[src/verilog/lpi_pkg.sv]
// Behaviour
// (RULE_01) tx ALERT sends repeating 16-bit 0xff00; code sends it only with shutdown_en set, else the idle word LPI_DAT
// (RULE_02) tx QUIET disables the transmit lanes
// (RULE_03) received ALERT sends 0xff00 onward
// (RULE_04) received QUIET disables receive-direction lanes
// (RULE_05) rx DATA to QUIET drops signal detect
// (RULE_06) ALERT during QUIET raises detect within 500ns
// (RULE_07) in QUIET only ALERT raises detect
// (RULE_08) fault indication overrides low power idle
// (RULE_09) wake hold differs with scrambler bypass
// (RULE_10) no refresh-alert state exists
// (RULE_11) tx_mode takes one of five values
// (RULE_12) lane priority: fault, idle request, data
// (RULE_13) pattern restarts on entry, stops on exit
package lpi_pkg;
	// ****************************************
	// lane carrier and modes
	// ****************************************
	localparam int LANES = 4;
	localparam int LANE_W = 8;
	localparam int BUS_W = LANES * LANE_W;

	typedef struct packed {
		logic [LANES-1:0] ctl;
		logic [BUS_W-1:0] dat;
	} lpi_lane_t;

	typedef enum logic [2:0] {
		LPI_M_DATA = 3'h0,
		LPI_M_SLEEP = 3'h1,
		LPI_M_QUIET = 3'h2,
		LPI_M_FW = 3'h3,
		LPI_M_ALERT = 3'h4
	} lpi_mode_t;

	// gray codes along active, sleep, quiet, wake
	typedef enum logic [2:0] {
		LPI_S_ACTIVE = 3'h0,
		LPI_S_SLEEP = 3'h1,
		LPI_S_QUIET = 3'h3,
		LPI_S_WAKE = 3'h2,
		LPI_S_FAST = 3'h6
	} lpi_state_t;

	// ****************************************
	// patterns and control words
	// ****************************************
	localparam logic [15:0] ALERT_PAT = 16'hff00;
	localparam logic [LANES-1:0] CTL_ALL = 4'hf;
	localparam logic [LANES-1:0] CTL_NONE = 4'h0;
	localparam logic [BUS_W-1:0] FAULT_DAT = 32'h0200009c;
	localparam logic [LANES-1:0] FAULT_CTL = 4'h1;
	localparam logic [BUS_W-1:0] LPI_DAT = 32'h06060606;

	// ****************************************
	// timing
	// ****************************************
	localparam int CLK_NS = 10;
	localparam int WAKE_NS_SCR = 3900;
	localparam int WAKE_NS_BYP = 2400;
	localparam int SLEEP_NS = 200;
	localparam int SD_MAX_NS = 500;
	localparam logic [9:0] WAKE_CYC_SCR = 10'((WAKE_NS_SCR + CLK_NS - 1) / CLK_NS);
	localparam logic [9:0] WAKE_CYC_BYP = 10'((WAKE_NS_BYP + CLK_NS - 1) / CLK_NS);
	localparam logic [9:0] SLEEP_CYC = 10'((SLEEP_NS + CLK_NS - 1) / CLK_NS);
	localparam int SD_MAX_CYC = SD_MAX_NS / CLK_NS;
endpackage : lpi_pkg

[src/verilog/lpi_ctrl.sv]
`timescale 1ns/100ps
module lpi_ctrl import lpi_pkg::*; #(
	parameter int FW_WAKE_NS = 1000
) (
	input wire logic sys_clk,
	input wire logic rst,
	input wire logic shutdown_en,
	input wire logic fast_wake_select,
	input wire logic scrambler_bypass_on,
	input wire logic lpi_request,
	input wire logic fault_request,
	input wire lpi_lane_t tx_data_in,
	input wire lpi_mode_t rx_mode_in,
	input wire lpi_lane_t rx_data_in,
	input wire logic rx_alert_pin,
	input wire logic rx_energy_pin,
	output lpi_mode_t tx_mode,
	output lpi_lane_t tx_lane_out,
	output logic tx_lane_en,
	output lpi_lane_t rx_lane_out,
	output logic rx_lane_en,
	output logic signal_ok
);
	localparam logic [9:0] WAKE_CYC_FW = 10'((FW_WAKE_NS + CLK_NS - 1) / CLK_NS);
	// local copy so the detect bound is a plain int of this file
	localparam int SD_LIMIT = SD_MAX_CYC;

	typedef struct packed {
		lpi_state_t st;
		logic [9:0] cnt;
		lpi_mode_t mode;
		logic tx_ph;
		logic rx_ph;
		lpi_lane_t tx_out;
		logic tx_en;
		lpi_lane_t rx_out;
		logic rx_en;
		lpi_mode_t rxm_prev;
		logic sig_ok;
		logic alert_s1;
		logic alert_s2;
		logic energy_s1;
		logic energy_s2;
	} lpi_regs_t;

	lpi_regs_t r;
	lpi_regs_t next_r;
	logic [9:0] wake_len;

	// ****************************************
	// wake hold selection
	// ****************************************
	// (RULE_09) hold per bypass
	always_comb begin
		if (fast_wake_select) begin
			wake_len = WAKE_CYC_FW;
		end else if (scrambler_bypass_on) begin
			wake_len = WAKE_CYC_BYP;
		end else begin
			wake_len = WAKE_CYC_SCR;
		end
	end

	// ****************************************
	// next-state logic
	// ****************************************
	// whole block state in one pass; pins go through two flops first
	always_comb begin
		next_r = r;
		next_r.alert_s1 = rx_alert_pin;
		next_r.alert_s2 = r.alert_s1;
		next_r.energy_s1 = rx_energy_pin;
		next_r.energy_s2 = r.energy_s1;
		next_r.rxm_prev = rx_mode_in;
		if (r.cnt != 10'h0) begin
			next_r.cnt = r.cnt - 10'h1;
		end
		// (RULE_10) no refresh-alert state
		case (r.st)
			LPI_S_ACTIVE: begin
				if (lpi_request && !fault_request) begin
					next_r.st = fast_wake_select ? LPI_S_FAST : LPI_S_SLEEP;
					next_r.cnt = SLEEP_CYC;
				end
			end
			LPI_S_SLEEP: begin
				if (!lpi_request) begin
					next_r.st = LPI_S_WAKE;
					next_r.cnt = wake_len;
				end else if (r.cnt == 10'h0) begin
					next_r.st = LPI_S_QUIET;
				end
			end
			LPI_S_QUIET: begin
				if (!lpi_request) begin
					next_r.st = LPI_S_WAKE;
					next_r.cnt = wake_len;
				end
			end
			LPI_S_FAST: begin
				if (!lpi_request) begin
					next_r.st = LPI_S_WAKE;
					next_r.cnt = wake_len;
				end
			end
			LPI_S_WAKE: begin
				if (r.cnt == 10'h0) begin
					next_r.st = LPI_S_ACTIVE;
				end
			end
			default: begin
				next_r.st = LPI_S_ACTIVE;
			end
		endcase
		// (RULE_08) fault wins over idle
		if (fault_request) begin
			next_r.st = LPI_S_ACTIVE;
			next_r.cnt = 10'h0;
		end
		// (RULE_11) one of five modes
		case (next_r.st)
			LPI_S_SLEEP: next_r.mode = LPI_M_SLEEP;
			LPI_S_QUIET: next_r.mode = LPI_M_QUIET;
			LPI_S_FAST: next_r.mode = LPI_M_FW;
			LPI_S_WAKE: next_r.mode = fast_wake_select ? LPI_M_FW : LPI_M_ALERT;
			default: next_r.mode = LPI_M_DATA;
		endcase

		// transmit lanes
		// (RULE_13) phase restarts on entry
		next_r.tx_ph = (next_r.mode == LPI_M_ALERT) && (r.mode == LPI_M_ALERT) ? !r.tx_ph : 1'b0;
		// (RULE_02) quiet turns lanes off
		next_r.tx_en = (next_r.mode != LPI_M_QUIET);
		// (RULE_12) fault, idle, then data
		if (fault_request) begin
			next_r.tx_out.ctl = FAULT_CTL;
			next_r.tx_out.dat = FAULT_DAT;
		end else if (next_r.mode == LPI_M_ALERT && shutdown_en) begin
			// (RULE_01) alert pattern out
			next_r.tx_out.ctl = CTL_NONE;
			next_r.tx_out.dat = {LANES{next_r.tx_ph ? ALERT_PAT[7:0] : ALERT_PAT[15:8]}};
		end else if (lpi_request || next_r.mode != LPI_M_DATA) begin
			next_r.tx_out.ctl = CTL_ALL;
			next_r.tx_out.dat = LPI_DAT;
		end else begin
			next_r.tx_out = tx_data_in;
		end

		// receive-direction lanes
		next_r.rx_ph = (rx_mode_in == LPI_M_ALERT) && (r.rxm_prev == LPI_M_ALERT) ? !r.rx_ph : 1'b0;
		// (RULE_04) received quiet turns lanes off
		next_r.rx_en = (rx_mode_in != LPI_M_QUIET);
		if (rx_mode_in == LPI_M_ALERT) begin
			// (RULE_03) alert pattern onward
			next_r.rx_out.ctl = CTL_NONE;
			next_r.rx_out.dat = {LANES{next_r.rx_ph ? ALERT_PAT[7:0] : ALERT_PAT[15:8]}};
		end else begin
			next_r.rx_out = rx_data_in;
		end

		// signal detect
		if (r.rxm_prev == LPI_M_DATA && rx_mode_in == LPI_M_QUIET) begin
			// (RULE_05) drop on quiet entry
			next_r.sig_ok = 1'b0;
		end else if (rx_mode_in == LPI_M_QUIET) begin
			// (RULE_07) only alert raises it
			// (RULE_06) synced alert sets
			if (r.alert_s2) begin
				next_r.sig_ok = 1'b1;
			end
		end else begin
			next_r.sig_ok = r.energy_s2;
		end
	end

	// ****************************************
	// state register
	// ****************************************
	always_ff @(posedge sys_clk) begin
		if (rst) begin
			r <= '{st: LPI_S_ACTIVE, mode: LPI_M_DATA, rxm_prev: LPI_M_DATA, default: '0};
		end else begin
			r <= next_r;
		end
	end

	assign tx_mode = r.mode;
	assign tx_lane_out = r.tx_out;
	assign tx_lane_en = r.tx_en;
	assign rx_lane_out = r.rx_out;
	assign rx_lane_en = r.rx_en;
	assign signal_ok = r.sig_ok;
endmodule : lpi_ctrl

[config.mk]
export PLATFORM = sky130hd
export DESIGN_NAME = lpi_ctrl
export DESIGN_NICKNAME = d
export VERILOG_FILES = /design/src/verilog/lpi_pkg.sv /design/src/verilog/lpi_ctrl.sv
export SDC_FILE = /design/constraint.sdc
export NUM_CORES = 1
export LEC_CHECK = 0
export BUFFER_PORTS_ARGS = -buffer_cell sky130_fd_sc_hd__buf_2
export CORE_ASPECT_RATIO = 1.75
export CORE_MARGIN = 2
export CORE_UTILIZATION = 50
export CTS_CLUSTER_SIZE = 40
export DETAILED_ROUTE_END_ITERATION = 12
export HOLD_SLACK_MARGIN = 0.03
export PLACE_DENSITY = 0.82
export SYNTH_ARGS = -nofsm -noshare
export SYNTH_HDL_FRONTEND = slang
export SYNTH_SLANG_ARGS = --single-unit
[constraint.sdc]
create_clock -name sys_clk -period 7 [get_ports sys_clk]
set_clock_uncertainty 0.2 [all_clocks]
set_input_delay 1.05 -clock sys_clk [delete_from_list [all_inputs] [get_ports sys_clk]]
set_output_delay 1.05 -clock sys_clk [all_outputs]
set_load 0.02 [all_outputs]
-- Yosys cells after proc, flatten, opt, wreduce, memory -nomap -nowiden
Cells that the tools add are included.
- reductions and logical operators: 19
- equality and inequality tests: 16
- muxes and demuxes: 25
- $add $sub $neg: 1
- operator list (kind ; number):
    $mux 33 ; 2
    $mux 13 ; 3
    $mux 36 ; 1
    $mux 32 ; 1
    $pmux 10 s3 ; 1
    $pmux 3 s4 ; 2
    $mux 10 ; 2
    $eq 3x3->1 const B ; 6
    $mux 9 ; 2
    $mux 8 ; 2
    $eq 3x2->1 const B ; 5
    $mux 3 ; 5
    $logic_not 10->1 ; 1
    $reduce_bool 10->1 ; 1
    $sub 10x1->10 const B ; 1
    $reduce_or 2->1 ; 4
    $eq 3x1->1 const B ; 2
    $logic_not 3->1 ; 2
    $ne 3x2->1 const B ; 2
    $logic_and 1x1->1 ; 5
    $mux 1 ; 4
    $logic_not 1->1 ; 3
    $reduce_bool 3->1 ; 1
    $reduce_or 3->1 ; 1
    other kinds (2) ; 2
- flip-flop bits (word level): 100

-- Depth between registers and ports, before layout
Gate-level depths: netlist of the first run.
- depth after elaboration: 13
- mapped depth: 8
- mapped depth without buffers: 7

-- Least setup slack after synthesis of the first run
No wires, ideal clock.
- path type: input -> register
- from: input fast_wake_select
- to: register r, in the netlist tx_lane_out[34]
- data required time: 6.684 ns
- arrival time: 2.434 ns
- path slack: 4.249 ns
- stages on the path: 6
- path through: clkbuf_1 -> a311o_2 -> o31ai_4 -> nand2_2 -> buf_6 -> o211a_1
- longest elaborated chain between the ends: 9
- elaborated cells between the ends (all ways): 16
- classes of those cells: 5 x eq/ne; 7 x mux; 4 x reduce/logical
- RTL lines (element ; line ; source):
    start, declared ; lpi_ctrl.sv:8 ; input wire logic fast_wake_select,
    $mux 3 ; lpi_ctrl.sv:82 ; next_r.st = fast_wake_select ? LPI_S_FAST : LPI_S_SLEEP;
    $mux 13 ; lpi_ctrl.sv:81 ; if (lpi_request && !fault_request) begin
    $pmux 3 s4 ; lpi_ctrl.sv:79 ; case (r.st)
    $mux 13 ; lpi_ctrl.sv:116 ; if (fault_request) begin
    $eq 3x2->1 (tied with other cells) ; lpi_ctrl.sv:121 ; case (next_r.st)
    $pmux 3 s4 (*) ; lpi_ctrl.sv:121 ;
    $eq 3x3->1 or $reduce_bool 3->1 (tied branches) ; lpi_ctrl.sv:138, lpi_ctrl.sv:142 ;
    $logic_and 1x1->1 or $logic_or 1x1->1 (tied branches) ; lpi_ctrl.sv:138, lpi_ctrl.sv:142 ;
    $reduce_or 3->1 (no line) or $mux 36 (tied branches) ; - ;
    end signal, assigned ; lpi_ctrl.sv:183 ; r <= next_r;
    end, declared ; lpi_ctrl.sv:46 ; lpi_regs_t r;
Every way passes the cells marked *; elsewhere a longest branch is shown, timed or not.
A chain may end at the register's enable or synchronous reset.

-- Worst setup path after layout of the first run
- from: input lpi_request
- to: register r, in the netlist tx_lane_out[28]
- longest elaborated chain between the ends: 11
- elaborated cells between the ends (all ways): 20
- classes of those cells: 5 x eq/ne; 10 x mux; 5 x reduce/logical
- RTL lines (element ; line ; source):
    start, declared ; lpi_ctrl.sv:10 ; input wire logic lpi_request,
    $logic_and 1x1->1 ; lpi_ctrl.sv:81 ;
    $mux 13 ; lpi_ctrl.sv:81 ;
    $pmux 3 s4 ; lpi_ctrl.sv:79 ;
    $mux 13 ; lpi_ctrl.sv:116 ;
    $eq 3x2->1 (tied with other cells) ; lpi_ctrl.sv:121 ;
    $pmux 3 s4 ; lpi_ctrl.sv:121 ;
    $eq 3x3->1 ; lpi_ctrl.sv:131, lpi_ctrl.sv:138 ;
    $logic_and 1x1->1 ; lpi_ctrl.sv:131 ; next_r.tx_ph = (next_r.mode == LPI_M_ALERT) && (r.mode == LPI_M_ALERT) ? !r.tx_ph : 1'b0;
    $mux 1 ; lpi_ctrl.sv:131 ;
    $mux 8 ; lpi_ctrl.sv:141 ; next_r.tx_out.dat = {LANES{next_r.tx_ph ? ALERT_PAT[7:0] : ALERT_PAT[15:8]}};
    $mux 33 (*) ; lpi_ctrl.sv:138 ; end else if (next_r.mode == LPI_M_ALERT && shutdown_en) begin
Marks and branches as above.

==> impl_metrics.toml, run 1 <==
[yosys]
synthArstFlopShare = 0
synth_area_mm2 = 0.00412
ys_seq_elements = 100
ys_seq_area_frac = 0.486
synth_area_per_cell_um2 = 10.1
netlist-cell-type-count = 53
ys.flop_type = "dfxtp_1"
yosysWarnings = 0
synth_edf_count = 0
synthCells = 407
syn_nets = 492

[finish]
drive_gt1_frac = 0.400
diodes = 0
areaGrowthSynthToFinish_pct = 15.2
mostFrequentLayoutCell = "buf_2"
nets = 570
finalNonFillerCells = 580
fin_util = 0.596
layout_common_cells = "buf_2 (161), dfxtp_1 (100), o21a_1 (42)"
final_cell_area_mm2 = 0.00475

[drt]
drt-total-wl_mm = 8.56
dr.pass1.iters = 4
ant_nets = 0
drt_iter0_drc = 144
num_vias = 3011
via_per_inst = 5.19
wl_per_cell_um = 14.8
drc_errors = 0

[timing]
drv_slew = 0
hold_viol_final = 0
rsz0062_at_grt = "no"
layout_min_cycle_time_ns = 3.03
max_slew.worst_pin.slew_ns = 0.997
fmax_mhz = 330
period_share = 0.433
finalSetupTns_ns = 0
finalSetupViolations = 0
maxSlewHeadroom = 0.331

[die]
fp.dieArea_mm2 = 0.00901
die_w_um = 72.6
fp-row-count = 43
chipHeight_um = 124
start_util = 0.518
core_mm2 = 0.00796
io_pins = 162

[grt]
grt_max_degree = 36
grt_first_pass_wirelength_mm = 12.9
antenna_found_initial = 0
track_usage = 0.187
grt_pass1_vias = 2912
gr-total-overflow = 0

[hold_path]
min_path_type = "flop to flop"

[clocking]
clk_pin_slew_ns = 0.06
root_buffer = "clkbuf_16"
cts_resized = 0
cts_num_sinks = 100
clockBufferDepth = 2
post_cts_buffers = 0
clkLatencyLatePin_ns = 0.34
cts_tree = "built"
cts_buffers = 9
cts-htree-levels = 3
postCtsHoldBufs = 0

[power]
irDropWorstVdd_mv = 0.192
p_leak_uw = 0.00239
power_density_mw_per_mm2 = 311
power.total_uw = 1470

[worst_setup_path]
worst_path_max_delay_cell = "nor4_4"
cp_max_fo = 21
path_class = "input pin to flop"
slowest_delay_ns = 0.86
path_buf_inv = 1
cp-end-kind = "flop"
path_cells = "buf_2 > nor4b_2 > a311o_2 > o31ai_4 > nor4_4 > a21o_1"
arrival_ns = 3.11
required_ns = 7.08
start_kind = "input pin"
cp_top_family = "simple AND/OR/NAND/NOR gates"

[run]
max_cap_viol_count = 0

[placed_design]
placed_area_mm2 = 0.00440
dpl.cell_count = 564
gp_congestion = 0.888
portBuffers = 161
hpwlAfterDp_mm = 6.43

[status]
status = "complete, no violations"
## logic make-up after synthesis
family | count (synthesis) | synth area share
flip-flops | 100 | 0.486
XOR/XNOR | 4 | 0.00850
buffers and inverters | 103 | 0.170
multiplexers | 2 | 0.00486
adder cells (fa/ha/maj) | 1 | 0.00304
AND/OR/NAND/NOR | 85 | 0.124
AO/OA/AOI/OAI | 112 | 0.203
## sequential cells by signal, indices dropped and copies added (netlist names)
register     cells
r               20
tx_lane_out     36
next_r           2
tx_lane_en       1
rx_lane_out     36
tx_mode          3
signal_ok        1
rx_lane_en       1
## final timing paths
| kind | cells past startpoint | startpoint | slack, ns | to |
|---|---|---|---|---|
| worst max-delay path | 6 | lpi_request | 3.97 | tx_lane_out[28] |
| worst min register to register | 1 | next_r[0] | 0.24 | r[0] |
| worst max register to register | 7 | r[87] | 4.31 | tx_lane_out[28] |
| worst min-delay path | 1 | next_r[0] | 0.24 | r[0] |
## cells in the mapped netlist (2+ instances only)
cell type	number	area, µm²
o21a_1	42	315
xnor2_1	4	35.0
a31oi_1	2	12.5
or3_1	3	18.8
and2_1	6	37.5
and3_1	3	18.8
nor4_1	4	25.0
clkbuf_1	14	52.6
mux2i_1	2	20.0
or2_2	2	12.5
buf_2	3	15.0
nor2b_1	9	56.3
o21ba_2	2	20.0
buf_6	4	45.0
nor4b_1	2	17.5
a21oi_1	14	70.1
o211a_1	3	30.0
nand2b_1	4	25.0
buf_4	75	563
nor3_1	9	45.0
nand2_1	11	41.3
dfxtp_1	100	2000
o22ai_1	4	25.0
inv_1	7	26.3
nor4_2	2	25.0
o21ai_0	9	45.0
nor3b_1	5	37.5
nor2_1	15	56.3
a21o_1	23	173
## power breakdown
group	internal [µW]	switching, µW	leakage [µW]
combinational	125	159	0.00139
clock	359	205	0.000169
sequential	607	19.1	0.000826
## area by class of cell
type | instances | area [µm²]
Tap cell | 90 | 113
Inverter | 7 | 26.3
Clock inverter | 6 | 111
Timing Repair Buffer | 163 | 821
Sequential cell | 100 | 2000
Fill cell | 680 | 3220
Multi-Input combinational cell | 204 | 1440
Clock buffer | 10 | 239
## worst reg2reg max path, stage by stage, from the launching register on
cell and delay [ns]:
dfxtp_1 0.30, inv_1 0.08, ha_1 0.20, nor3b_1 0.36, and4_1 0.35, o31ai_4 0.13
nor4_4 0.86, a21o_1 0.15
## routing by layer
metal,share of wire,track usage
met1,0.35,0.182
met2,0.55,0.343
met3,0.060,0.0437
met4,0.040,0.120
met5,0,0
## stage by stage
stage | hold WS, ns | setup slack, ns
final | 0.243 | 3.97
after global routing | 0.267 | 3.76
after CTS | 0.247 | 3.97
after detailed placement | 0.231 | 3.62
after global placement | 0.223 | 3.70
after floorplan | 0.214 | 4.25
Note: power is estimated with default switching activity, not from simulation.
==> run 2, diff against run 1 <==
- CORE_UTILIZATION: 50 -> 48
- PLACE_DENSITY: 0.82 -> 0.79
- clock period: 7 -> 3.1 ns (I/O delays scaled with it)
==> run 2 against run 1 <==
Compared with the run above:
- via count is 0.93% lower
- critical path type is now flop to flop
- sequential power is 130% higher
- combinational power is 130% higher
- critical endpoint is now tx_lane_out[19]
- worst setup slack worse by 3.6 ns
==> impl_metrics.toml, run 2 (synthesis gave the netlist of run 1 again) <==
[status]
status = "complete, no violations"

[hold_path]
min_path_type = "input pin to flop"
holdPathEnd = "tx_lane_out[12]"
holdPathStages = 2
hp-start = "tx_data_in[12]"

[clocking]
cts_tree = "built"
postCtsHoldBufs = 0
clockBufferDepth = 2
root_buffer = "clkbuf_16"
cts-htree-levels = 3
cts_num_sinks = 100
clk_pin_slew_ns = 0.07
cts_buffers = 9
cts_resized = 0
clkLatencyLatePin_ns = 0.32
post_cts_buffers = 0

[worst_setup_path]
cp-end-kind = "flop"
path_class = "flop to flop"
r2r_cells = 7
cp_max_fo = 21
regToRegEndpoint = "tx_lane_out[19]"
arrival_ns = 2.76
worst-r2r-setup-slack_ns = 0.40
required_ns = 3.16
timing.rr.start = "r[87]"
start_kind = "flop"

[grt]
grt_first_pass_wirelength_mm = 12.9
track_usage = 0.177
grt_pass1_vias = 2783
gr-total-overflow = 0
antenna_found_initial = 0
grt_max_degree = 35

[die]
core_mm2 = 0.00831
die_w_um = 74.0
fp.dieArea_mm2 = 0.00937
chipHeight_um = 127
fp-row-count = 44
start_util = 0.496
io_pins = 162

[timing]
fmax_mhz = 371
layout_min_cycle_time_ns = 2.70
period_share = 0.870
rsz0062_at_grt = "no"
finalSetupTns_ns = 0
hold_viol_final = 0
drv_slew = 0
finalSetupViolations = 0
max_slew.worst_pin.slew_ns = 1.01
maxSlewHeadroom = 0.323

[placed_design]
hpwlAfterDp_mm = 6.40
placed_area_mm2 = 0.00444
gp_congestion = 0.923
portBuffers = 161

[drt]
drt-total-wl_mm = 8.41
wl_per_cell_um = 13.9
ant_nets = 0
num_vias = 2983
drt_iter0_drc = 128
dr.pass1.iters = 5
via_per_inst = 4.92
drc_errors = 0

[power]
p_comb_frac = 0.205
p_clk_frac = 0.347
intPower_uw = 2300
irDropWorstVdd_mv = 0.514
p_leak_uw = 0.00238
power_switching_uw = 853
switching_share = 0.270
pwr-share-seq = 0.448
power_density_mw_per_mm2 = 666

[finish]
nets = 571
drive_gt1_frac = 0.401
diodes = 0
final_cell_area_mm2 = 0.00474
mostFrequentLayoutCell = "buf_2"
layout_common_cells = "buf_2 (161), dfxtp_1 (100), o21a_1 (42)"
fin_util = 0.570
areaGrowthSynthToFinish_pct = 14.9

[run]
max_cap_viol_count = 0
run 2: how the worst max path moves through the flow:
stage / end / from / slack, ns
6_report: tx_lane_out[19] / r[87] / 0.40
5_1_grt: tx_lane_out[22] / r[87] / 0.12
4_1_cts: tx_lane_out[19] / r[87] / 0.39
3_5_place_dp: tx_lane_out[22] / lpi_request / 0.37
3_3_place_gp: tx_lane_out[24] / lpi_request / 0.40
2_1_floorplan: tx_lane_out[34] / r[87] / 0.92
run 2: cell type report:
type / count / area [µm²]
Sequential cell: 100 / 2000
Tap cell: 115 / 144
Timing Repair Buffer: 164 / 828
Multi-Input combinational cell: 204 / 1440
Clock inverter: 6 / 62.6
Fill cell: 727 / 3580
Inverter: 7 / 26.3
Clock buffer: 10 / 239
run 2: critical path: stages (launching register included):
cell	delay, ns
dfxtp_1	0.31
inv_1	0.09
ha_1	0.20
nor3b_1	0.36
and4_1	0.34
o31ai_4	0.12
nor4_4	0.86
a21o_1	0.15
run 2: per-stage QoR:
step           std cells  setup WS, ns  total power (µW)  hold WS, ns
2_1_floorplan        407         0.925              1980        0.214
3_3_place_gp         590         0.401              2070        0.232
3_5_place_dp         590         0.369              2090        0.230
4_1_cts              606         0.395              3180        0.122
5_1_grt              606         0.125              3290        0.123
6_report             606         0.404              3150        0.133
run 2: layer usage:
layer  part of all wire  track usage  vias to the layer above  wire (µm)
met5                  0            0                        -          0
met3              0.050       0.0334                       13        424
met2               0.56        0.325                      103       4670
met1               0.37        0.191                     1385       3130
met4              0.022       0.0738                        0        184
li1                   -            -                     1482          -
run 2: power groups by stage:
stage / Clock [µW] / Combinational, µW / Sequential [µW]
after floorplan: 0 / 545 / 1430
after global placement: 0 / 626 / 1440
after detailed placement: 0 / 645 / 1440
after CTS: 1120 / 649 / 1410
after global routing: 1160 / 709 / 1420
final: 1090 / 646 / 1410
==> run 3, diff against run 2 <==
- CORE_MARGIN: 2 -> 3
- CORE_UTILIZATION: 48 -> 35
- PLACE_DENSITY: 0.79 -> not set
==> run 3 against run 2 <==
Compared with the run above:
- register-to-register slack barely moved
- total power grew 1.3%
- sequential cell count is the same
- count of clock-buffer cells in the layout unchanged
- largest power group unchanged
- worst setup slack better by 0.0018 ns
- combinational power up 1%
- worst hold slack got worse by 0.011 ns
- die area rose by 40%
- via count is 1.8% higher
==> impl_metrics.toml, run 3 (synthesis gave the netlist of run 1 again) <==
[hold_path]
min_path_type = "input pin to flop"
hp-start = "tx_data_in[6]"

[timing]
period_share = 0.869
hold_viol_final = 0
maxSlewHeadroom = 0.311
max_slew.worst_pin.slew_ns = 1.03
rsz0062_at_grt = "no"
drv_slew = 0
layout_min_cycle_time_ns = 2.69
finalSetupTns_ns = 0
fmax_mhz = 371
finalSetupViolations = 0

[worst_setup_path]
cp-end-kind = "flop"
path_cells = "inv_1 > ha_1 > nor3b_1 > and4_1 > o31ai_4 > nor4_4 > a21o_1"
cp_max_fo = 21
arrival_ns = 2.78
path_class = "flop to flop"
required_ns = 3.18
start_kind = "flop"
cp-startpoint = "r[87]"
slowest_delay_ns = 0.87
worst_path_max_delay_cell = "nor4_4"
timing.rr.start = "r[87]"

[clocking]
postCtsHoldBufs = 0
root_buffer = "clkbuf_16"
clk_pin_slew_ns = 0.07
cts_tree = "built"
clockBufferDepth = 2
cts-htree-levels = 3
cts_resized = 0
cts_buffers = 9
cts_num_sinks = 100
clkLatencyLatePin_ns = 0.33
post_cts_buffers = 0

[status]
status = "complete, no violations"

[finish]
fin_util = 0.421
layout_common_cells = "buf_2 (161), dfxtp_1 (100), o21a_1 (42)"
diodes = 0
multi_input_area_mm2 = 0.00144
mostFrequentLayoutCell = "buf_2"
register_area_mm2 = 0.00200
finalNonFillerCells = 623
areaGrowthSynthToFinish_pct = 15.4
nets = 571
fill_cells = 1118
drive_gt1_frac = 0.399

[drt]
ant_nets = 0
drt_iter0_drc = 83
drc_errors = 0
via_per_inst = 4.87
drt-total-wl_mm = 9.41
dr.pass1.iters = 4
wl_per_cell_um = 15.1
num_vias = 3036

[die]
die_w_um = 88.0
fp-row-count = 51
fp.dieArea_mm2 = 0.0132
start_util = 0.365
chipHeight_um = 150
core_mm2 = 0.0113
io_pins = 162

[grt]
grt_max_degree = 35
gr-total-overflow = 0
grt_pass1_vias = 3011
track_usage = 0.137
grt_first_pass_wirelength_mm = 14.1
antenna_found_initial = 0

[power]
power.total_uw = 3190
power_density_mw_per_mm2 = 672
irDropWorstVdd_mv = 0.414
p_leak_uw = 0.00237

[placed_design]
hpwlAfterDp_mm = 7.21
gp_congestion = 0.808
portBuffers = 161
dpl.cell_count = 607

[run]
max_cap_viol_count = 0
==> run 3: cell count changes in the layout (fill, tap and decap cells not counted) <==
cell / delta
inv_6: +2
clkbuf_1: +1
clkbuf_8: -1
clkinv_2: -2
==> run 3: path summary, 6_finish.rpt <==
| kind | endpoint | slack (ns) | cells after the start |
|---|---|---|---|
| hold / removal | tx_lane_out[6] | 0.12 | 2 |
| setup / recovery | tx_lane_out[11] | 0.41 | 7 |
| setup reg to reg | tx_lane_out[11] | 0.41 | 7 |
| hold reg to reg | r[2] | 0.24 | 1 |
==> run 3: worst max-delay path, delay by kind of cell (launching register included) <==
family / cells / cell delay, ns
AND/OR/NAND/NOR: 3 / 1.57
adder cells (fa/ha/maj): 1 / 0.21
flip-flops: 1 / 0.31
buffers and inverters: 1 / 0.09
AO/OA/AOI/OAI: 2 / 0.27
==> run 3: stage by stage <==
step                setup slack [ns]  cell area [µm²]  hold slack [ns]
global placement               0.363             4460            0.223
global route                   0.127             4760            0.112
floorplan                      0.925             4120            0.214
CTS                            0.352             4760            0.109
finish                         0.405             4760            0.122
detailed placement             0.293             4460            0.223
==> run 3: layout make-up <==
class / count / area share
flip-flops and latches: 100 / 0.421
multi-input cells: 204 / 0.302
repair buffers: 164 / 0.174
clock buffers: 10 / 0.0481
well taps: 132 / 0.0347
clock inverters: 6 / 0.0147
inverters: 7 / 0.00552
==> run 3: layer usage <==
layer	wire length [µm]	vias to the layer above	global-route usage
met2	5290	95	0.263
met5	0	-	0
met1	3280	1423	0.129
li1	-	1494	-
met4	308	0	0.0651
met3	524	24	0.0353
==> run 3: where the power goes <==
group | total [µW] | internal, µW | switching (µW)
registers | 1410 | 1370 | 44.4
clock network | 1120 | 635 | 490
logic | 655 | 283 | 371
